## config.mk

```make
export PLATFORM = sky130hd
export DESIGN_NAME = odsfi_top
export DESIGN_NICKNAME = d
export VERILOG_FILES = /design/src/rtl/odsfi_pkg.sv /design/src/rtl/odsfi_buf2.sv /design/src/rtl/odsfi_top.sv
export SDC_FILE = /design/constraint.sdc
export NUM_CORES = 1
export LEC_CHECK = 0
export ABC_AREA = 1
export ABC_CLOCK_PERIOD_IN_PS = 2700
export BUFFER_PORTS_ARGS = -buffer_cell sky130_fd_sc_hd__buf_2
export CAP_MARGIN = 20
export CORE_ASPECT_RATIO = 0.5
export CORE_UTILIZATION = 28
export DETAILED_ROUTE_END_ITERATION = 6
export PLACE_DENSITY_LB_ADDON = 0.25
export SETUP_SLACK_MARGIN = 0.3
export SLEW_MARGIN = 20
export SYNTH_ARGS = -nofsm -noshare
export SYNTH_HDL_FRONTEND = slang
export SYNTH_SLANG_ARGS = --single-unit
```

## constraint.sdc

```tcl
create_clock -name clk -period 2.7 [get_ports clk]
set_input_delay 0.54 -clock clk [delete_from_list [all_inputs] [get_ports clk]]
set_output_delay 0.54 -clock clk [all_outputs]
set_load 0.01 [all_outputs]
```

## src/rtl/odsfi_pkg.sv

```systemverilog
// Package with constants and types for the octal converter serial frame input
// Contract
// - While frame select low, shift data input into 16-bit register on falling serial clock.
// - Frame select rising after 16th falling edge updates converter from captured word.
// - Frame select rising before 15th falling edge aborts; nothing changes.
// - Chain output carries data only when frame runs beyond 16 serial clocks.
// - Captured word selects mode, power-down and channel value; all, one or a masked set of channels.
// - At power-up every channel output is zero until first complete valid write.
package odsfi_pkg;
  localparam int WORD_W      = 16;
  localparam int CHAN_N      = 8;
  localparam int VAL_W       = 12;
  localparam int MIN_EDGES   = 15;
  localparam int FULL_EDGES  = 16;
  // Word layout: [15:12] command, [11:0] value or channel mask
  localparam int CMD_HI      = 15;
  localparam int CMD_LO      = 12;
  localparam logic [3:0] CMD_WRM_LO = 4'h0;  // Commands 0..7 write channel register; in write-through mode also the output
  localparam logic [3:0] CMD_WRM_HI = 4'h7;
  localparam logic [3:0] CMD_WTM_LO = 4'h8;  // 8 + write-register mode, 9 + write-through mode
  localparam logic [3:0] CMD_MODE_WRM = 4'h8;
  localparam logic [3:0] CMD_MODE_WTM = 4'h9;
  localparam logic [3:0] CMD_UPDATE   = 4'ha;  // Update selected channels from registers
  localparam logic [3:0] CMD_CHA_ALL  = 4'hb;  // Write channel A value and update all
  localparam logic [3:0] CMD_ALL      = 4'hc;  // Write all registers and outputs
  localparam logic [3:0] CMD_PD       = 4'hd;  // Power down selected channels
  localparam logic [VAL_W-1:0] VAL_RST = 12'h000;

  typedef struct packed {
    logic        frame_n;
    logic        sclk;
    logic        din;
  } odsfi_pins_t;

  typedef struct packed {
    logic [CMD_HI-CMD_LO:0] cmd;
    logic [VAL_W-1:0]       val;
  } odsfi_word_t;
endpackage

```

## src/rtl/odsfi_buf2.sv

```systemverilog
// Two-entry valid/ready buffer for captured words
module odsfi_buf2 #(
  parameter int W = 16
) (
  input  wire logic         clk,
  input  wire logic         nrst,
  input  wire logic         ce,
  input  wire logic         in_valid,
  output logic              in_ready,
  input  wire logic [W-1:0] in_data,
  output logic              out_valid,
  input  wire logic         out_ready,
  output logic [W-1:0]      out_data
);
  logic [W-1:0] mem_reg [2];
  logic         wp_reg;
  logic         rp_reg;
  logic [1:0]   cnt_reg;
  logic         push;
  logic         pop;

  assign in_ready  = (cnt_reg != 2'h2);
  assign out_valid = (cnt_reg != 2'h0);
  assign push      = in_valid && in_ready;
  assign pop       = out_valid && out_ready;

  always_ff @(posedge clk) begin
    if (!nrst) begin
      wp_reg  <= 1'b0;
      rp_reg  <= 1'b0;
      cnt_reg <= 2'h0;
    end else if (ce) begin
      if (push) begin
        mem_reg[wp_reg] <= in_data;
        wp_reg          <= ~wp_reg;
      end
      if (pop) begin
        rp_reg <= ~rp_reg;
      end
      cnt_reg <= cnt_reg + {1'b0, push} - {1'b0, pop};
    end
  end

  // Registered read data: head entry held in a flop
  always_ff @(posedge clk) begin
    if (!nrst) begin
      out_data <= '0;
    end else if (ce) begin
      if (pop) begin
        out_data <= (cnt_reg == 2'h2) ? mem_reg[~rp_reg] : (push ? in_data : out_data);
      end else if (push && cnt_reg == 2'h0) begin
        out_data <= in_data;
      end
    end
  end
endmodule // odsfi_buf2

```

## src/rtl/odsfi_top.sv

```systemverilog
// Serial frame input of an octal converter: capture, chain output, channel update
module odsfi_top #(
  parameter int WORD_W_P = odsfi_pkg::WORD_W
) (
  input  wire logic                                         clk,
  input  wire logic                                         nrst,
  input  wire logic                                         ce,
  input  wire odsfi_pkg::odsfi_pins_t                       pins,
  output logic                                              chain_out,
  output logic [odsfi_pkg::CHAN_N-1:0][odsfi_pkg::VAL_W-1:0] chan_val,
  output logic [odsfi_pkg::CHAN_N-1:0]                      chan_pd,
  output logic                                              write_through,
  output logic                                              update_pulse,
  output logic                                              abort_pulse
);
  import odsfi_pkg::*;

  // The decoder's field layout is fixed, so no other width can be served
  if (WORD_W_P != WORD_W) begin : g_bad_width
    $error("odsfi_top: word width must be 16");
  end

  typedef enum logic [1:0] {
    ST_IDLE  = 2'b00,
    ST_SHIFT = 2'b01,
    ST_LONG  = 2'b11
  } odsfi_state_t;

  odsfi_pins_t  sync1_reg;
  odsfi_pins_t  sync2_reg;
  logic         sclk_d_reg;
  logic         frame_d_reg;
  odsfi_state_t state_reg;
  logic [WORD_W-1:0] shift_reg;
  logic [4:0]   edges_reg;
  logic         sclk_fall;
  logic         frame_fall;
  logic         frame_rise;
  logic         cap_valid;
  logic         cap_ready;
  logic         word_valid;
  logic [WORD_W-1:0] word_data;
  odsfi_word_t  word;
  logic [CHAN_N-1:0][VAL_W-1:0] hold_reg;

  // Two flops on every pin before any logic
  always_ff @(posedge clk) begin
    if (!nrst) begin
      sync1_reg <= '{frame_n: 1'b1, sclk: 1'b1, din: 1'b0};
      sync2_reg <= '{frame_n: 1'b1, sclk: 1'b1, din: 1'b0};
    end else if (ce) begin
      sync1_reg <= pins;
      sync2_reg <= sync1_reg;
    end
  end

  always_ff @(posedge clk) begin
    if (!nrst) begin
      sclk_d_reg  <= 1'b1;
      frame_d_reg <= 1'b1;
    end else if (ce) begin
      sclk_d_reg  <= sync2_reg.sclk;
      frame_d_reg <= sync2_reg.frame_n;
    end
  end

  assign sclk_fall  = sclk_d_reg && !sync2_reg.sclk;
  assign frame_fall = frame_d_reg && !sync2_reg.frame_n;
  assign frame_rise = !frame_d_reg && sync2_reg.frame_n;

  // Frame sequencer
  always_ff @(posedge clk) begin
    if (!nrst) begin
      state_reg <= ST_IDLE;
      edges_reg <= 5'h00;
    end else if (ce) begin
      case (state_reg)
        ST_IDLE: begin
          edges_reg <= 5'h00;
          if (frame_fall) begin
            state_reg <= ST_SHIFT;
          end
        end
        ST_SHIFT: begin
          if (frame_rise) begin
            state_reg <= ST_IDLE;
          end else if (sclk_fall) begin
            edges_reg <= edges_reg + 5'h01;
            if (edges_reg == 5'(FULL_EDGES)) begin
              state_reg <= ST_LONG;  // 17th edge: frame runs past 16 clocks
            end
          end
        end
        ST_LONG: begin
          if (frame_rise) begin
            state_reg <= ST_IDLE;
          end
        end
        default: state_reg <= ST_IDLE;
      endcase
    end
  end

  // Shift on falling serial clock while the frame is open
  always_ff @(posedge clk) begin
    if (!nrst) begin
      shift_reg <= '0;
    end else if (ce && state_reg != ST_IDLE && !frame_rise && sclk_fall) begin
      shift_reg <= {shift_reg[WORD_W-2:0], sync2_reg.din};
    end
  end

  // Chain output is the bit leaving the far end, only in a long frame
  always_ff @(posedge clk) begin
    if (!nrst) begin
      chain_out <= 1'b0;
    end else if (ce) begin
      chain_out <= (state_reg == ST_LONG) ? shift_reg[WORD_W-1] : 1'b0;
    end
  end

  // Accept on close after 16 edges; edges 15 also accepted, shorter frames dropped
  // An over-long frame still commits the last 16 bits, as a chained device must
  assign cap_valid = ce && frame_rise && state_reg != ST_IDLE &&
                     (state_reg == ST_LONG || edges_reg >= 5'(MIN_EDGES));

  always_ff @(posedge clk) begin
    if (!nrst) begin
      abort_pulse <= 1'b0;
    end else if (ce) begin
      abort_pulse <= frame_rise && state_reg == ST_SHIFT && edges_reg < 5'(MIN_EDGES);
    end
  end

  // Buffer decouples capture from the decoder; decoder always drains in one cycle
  odsfi_buf2 #(.W(WORD_W)) u_buf (
    .clk       (clk),
    .nrst      (nrst),
    .ce        (ce),
    .in_valid  (cap_valid),
    .in_ready  (cap_ready),
    .in_data   (shift_reg),
    .out_valid (word_valid),
    .out_ready (1'b1),
    .out_data  (word_data)
  );

  assign word = odsfi_word_t'(word_data);

  // Word decoder; outputs zero until the first valid write
  always_ff @(posedge clk) begin
    if (!nrst) begin
      hold_reg      <= '0;
      chan_val      <= '0;
      chan_pd       <= '0;
      write_through <= 1'b0;
      update_pulse  <= 1'b0;
    end else if (ce) begin
      update_pulse <= word_valid;
      if (word_valid) begin
        case (word.cmd)
          CMD_MODE_WRM: write_through <= 1'b0;
          CMD_MODE_WTM: write_through <= 1'b1;
          CMD_UPDATE: begin
            for (int i = 0; i < CHAN_N; i++) begin
              if (word.val[i]) begin
                chan_val[i] <= hold_reg[i];
                chan_pd[i]  <= 1'b0;
              end
            end
          end
          CMD_CHA_ALL: begin
            for (int i = 0; i < CHAN_N; i++) begin
              chan_val[i] <= (i == 0) ? word.val : hold_reg[i];
              chan_pd[i]  <= 1'b0;
            end
            hold_reg[0] <= word.val;
          end
          CMD_ALL: begin
            for (int i = 0; i < CHAN_N; i++) begin
              hold_reg[i] <= word.val;
              chan_val[i] <= word.val;
              chan_pd[i]  <= 1'b0;
            end
          end
          CMD_PD: begin
            for (int i = 0; i < CHAN_N; i++) begin
              if (word.val[i]) begin
                chan_pd[i] <= 1'b1;
              end
            end
          end
          default: begin
            if (word.cmd <= CMD_WRM_HI) begin
              hold_reg[word.cmd[2:0]] <= word.val;
              if (write_through) begin
                chan_val[word.cmd[2:0]] <= word.val;
                chan_pd[word.cmd[2:0]]  <= 1'b0;
              end
            end
          end
        endcase
      end
    end
  end

  logic unused_ready;
  assign unused_ready = cap_ready;
endmodule // odsfi_top

```

==> metrics.md <==
| Metric | Value |
|---|---|
| Die Span X | 299 um |
| Pre-CTS setup slack | 414 ps |
| Final Skew | 19.3 ps |
| DRT Pass-1 Iters | 7 |
| # Max-Cap Violations | 0 |
| Root Buffer | clkbuf_16 |
| TritonCTS clock tree | done |
| Hold Path Depth | 3 |
| Initial antenna violation count | 1 |
| Vias in the first global route | 9911 |
| Cell count after synthesis | 1672 |
| Die ar. | 44900 um2 |
| Syn Area/Cell | 7.36 um2 |
| CP Launch Type | flop |
| Total track usage | 0.160 |
| Top cell type's share of synthesized area | 0.415 |
| Critical-path maximum fanout | 23 |
| RSZ-0062 raised after global routing | yes |
| Design Power | 8.58 mW |
| Max Slew Vio Count | 0 |
| CTS clk-pin slew, worst paths | 70 ps |
| Clock latency at the later pin of the worst-skew pair | 570 ps |
| Hold_sp | pins[2] |
| Multi-input gate area | 4970 um2 |
| Fin. Hold Viols | 0 |
| Nets | 1770 |
| Nature of the critical path endpoint | flop |
| Crit path required time | 3120 ps |
| Worst-Margin Slew | 946 ps |
| Row cnt | 53 |
| CTS Buf Count | 28 |
| Port Buf Inserts | 113 |
| Post-synthesis sequential area ratio | 0.493 |
| Routed wire length | 36500 um |
| Buf/Inv on CP | 0 |
| Initial DRC count | 910 |
| R2r endpoint | hold_reg[19] |
| Outcome | completed |
| YS warnings | 0 |
| Starting density of the core | 0.289 |
| Slew headroom | 0.367 |
| Largest area contributor in the netlist | dfxtp_1 |
| Setup_tns | 0 ps |
| Max stage delay on crit path | 570 ps |
| Final Critical Period | 2300 ps |
| Area Overhead vs Synth | 17.3% |
| Cell family with most CP delay | simple AND/OR/NAND/NOR gates |
| Fillers | 4567 |
| PD cells | 594 nW/um2 |
| LEAKAGE | 6.44 nW |
| Ys async rst share | 0 |
| Grt total ovfl | 0 |
| Period utilization | 0.850 |
| Wire per inst | 15.5 um |
| Setup Viol. Count Final | 0 |
| # clock sinks | 287 |
| Clock H-tree levels | 1 |
| Reg2reg path depth | 7 |
| IO Pins | 114 |
| Antenna cells | 0 |
| CTS Hold Buffers Added | 0 |
| Largest net degree at the start of global routing | 136 |
| Global-route wire length before repair | 56900 um |
| Area contributors post-synth | dfxtp_1, nor2_1, nand2_1 |
| Post-synth top flop | dfxtp_1 |
| Crit path cell chain | nand2_2 > nor2_2 > nor2_1 > nor2_4 > nand2_1 > o21ai_0 > a21oi_1 |
| Flop-to-flop setup slack | 400 ps |
| Fraction of layout cells with a size suffix above 1 | 0.139 |
| Synth Register Bits | 287 |
| Gpl congestion | 0.860 |
| Die Ht | 150 um |
| Netlist Area Pre-Place | 12300 um2 |
| Detailed Place HPWL | 23400 um |
| Post-Syn Nets | 1681 |
| Synth unique cells | 36 |
| Number of synthesized flops with an enable pin | 32 |
| Peak Freq | 436 MHz |
| Arr. time, crit path | 2710 ps |
| Max VDD drop | 0.349 mV |
| Worst Slack Setup Final | 405 ps |
| Commonest cells after routing, fill and taps aside | nor2_1, nand2_1, dfxtp_1 |
| R2r startpoint | u_buf.out_data[14] |
| Hold Crit Class | in -> reg |
| DRC | 0 |
| Via total after detailed routing | 10700 |
| Hold-critical path endpoint | sync1_reg[2] |
| Seq. cell area | 6070 um2 |
| Clk buf depth | 3 |
| Post-DR vias/cell | 4.53 |
| DRT antenna net count | 0 |
| Crit path max-delay cell type | dfxtp_1 |
| CP Class | reg -> reg |
| Core box area | 42600 um2 |
| Commonest non-fill, non-tap cell in the layout | nor2_1 |
how the worst max path moves through the flow:
| stage | startpoint | slack (ps) | end | depth (start not counted) |
|---|---|---|---|---|
| 2_1_floorplan | edges_reg[0] | 420 | u_buf.mem_reg[1][0] | 8 |
| 3_3_place_gp | u_buf.out_data[14] | 440 | chan_val[93] | 7 |
| 3_5_place_dp | u_buf.out_data[14] | 410 | chan_val[88] | 7 |
| 4_1_cts | u_buf.out_data[14] | 400 | chan_val[88] | 7 |
| 5_1_grt | u_buf.out_data[14] | 180 | hold_reg[29] | 7 |
| 6_report | u_buf.out_data[14] | 400 | hold_reg[19] | 7 |
synthesized netlist by cell type (2+ instances only):
cell type	number
nor2_1	310
nand2_1	308
dfxtp_1	255
inv_1	191
o21ai_0	164
a21oi_1	125
o22ai_1	73
clkbuf_1	62
edfxtp_1	32
nand3_1	32
buf_2	18
a31o_2	12
clkinv_1	11
buf_4	10
nand4_1	8
buf_6	7
buf_1	6
nand4_4	6
o21ai_1	6
inv_2	5
nor3_1	5
nand2_2	4
a211oi_1	3
ha_1	3
nor2_4	3
nor2_2	2
o21ai_2	2
layout make-up:
type,count,area share
clock inverter,8,0.00468
sequential,287,0.420
multi-input combinational,1074,0.344
inverter,208,0.0545
clock buffer,44,0.0592
tap,577,0.0500
timing repair buffer,162,0.0674
routing by layer:
| layer | GRT usage | wire, um | up-vias |
|---|---|---|---|
| li1 | - | - | 5546 |
| met1 | 0.230 | 18200 | 4944 |
| met2 | 0.253 | 16200 | 166 |
| met3 | 0.0244 | 1440 | 40 |
| met4 | 0.0354 | 682 | 0 |
| met5 | 0 | 0 | - |
repair_timing:
item	in CTS	in global routing
setup endpoints to repair	0	131
setup buffers	0	1
gates resized for setup	0	1
kinds of logic after synthesis:
logic type / after synthesis / share of synthesized area
and+or+nand+nor: 681 / 0.226
buffers and inverters: 311 / 0.104
adders and majority gates: 3 / 0.00305
DFF: 287 / 0.493
AOI/OAI and AO/OA: 390 / 0.174
worst min-delay path: stages:
cell	delay, ps
buf_2	90
nand2_1	50
nand3_1	60
metrics by stage:
stage | hold WS (ps) | utilization | cell area, um2 | std cells
after floorplan | 426 | - | 12300 | 1672
after global placement | 438 | 0.317 | 13500 | 2307
after detailed placement | 438 | 0.317 | 13500 | 2307
after CTS | 201 | 0.339 | 14400 | 2359
after global routing | 201 | 0.339 | 14400 | 2360
final | 214 | 0.339 | 14400 | 2360
where the power goes:
group	leakage (nW)	internal, mW	switching, mW
Sequential	2.35	4.33	0.0276
Combinational	3.63	0.0689	0.162
Clock	0.457	2.27	1.72
Total	6.44	6.67	1.91
(Power assumes the default switching activity.)
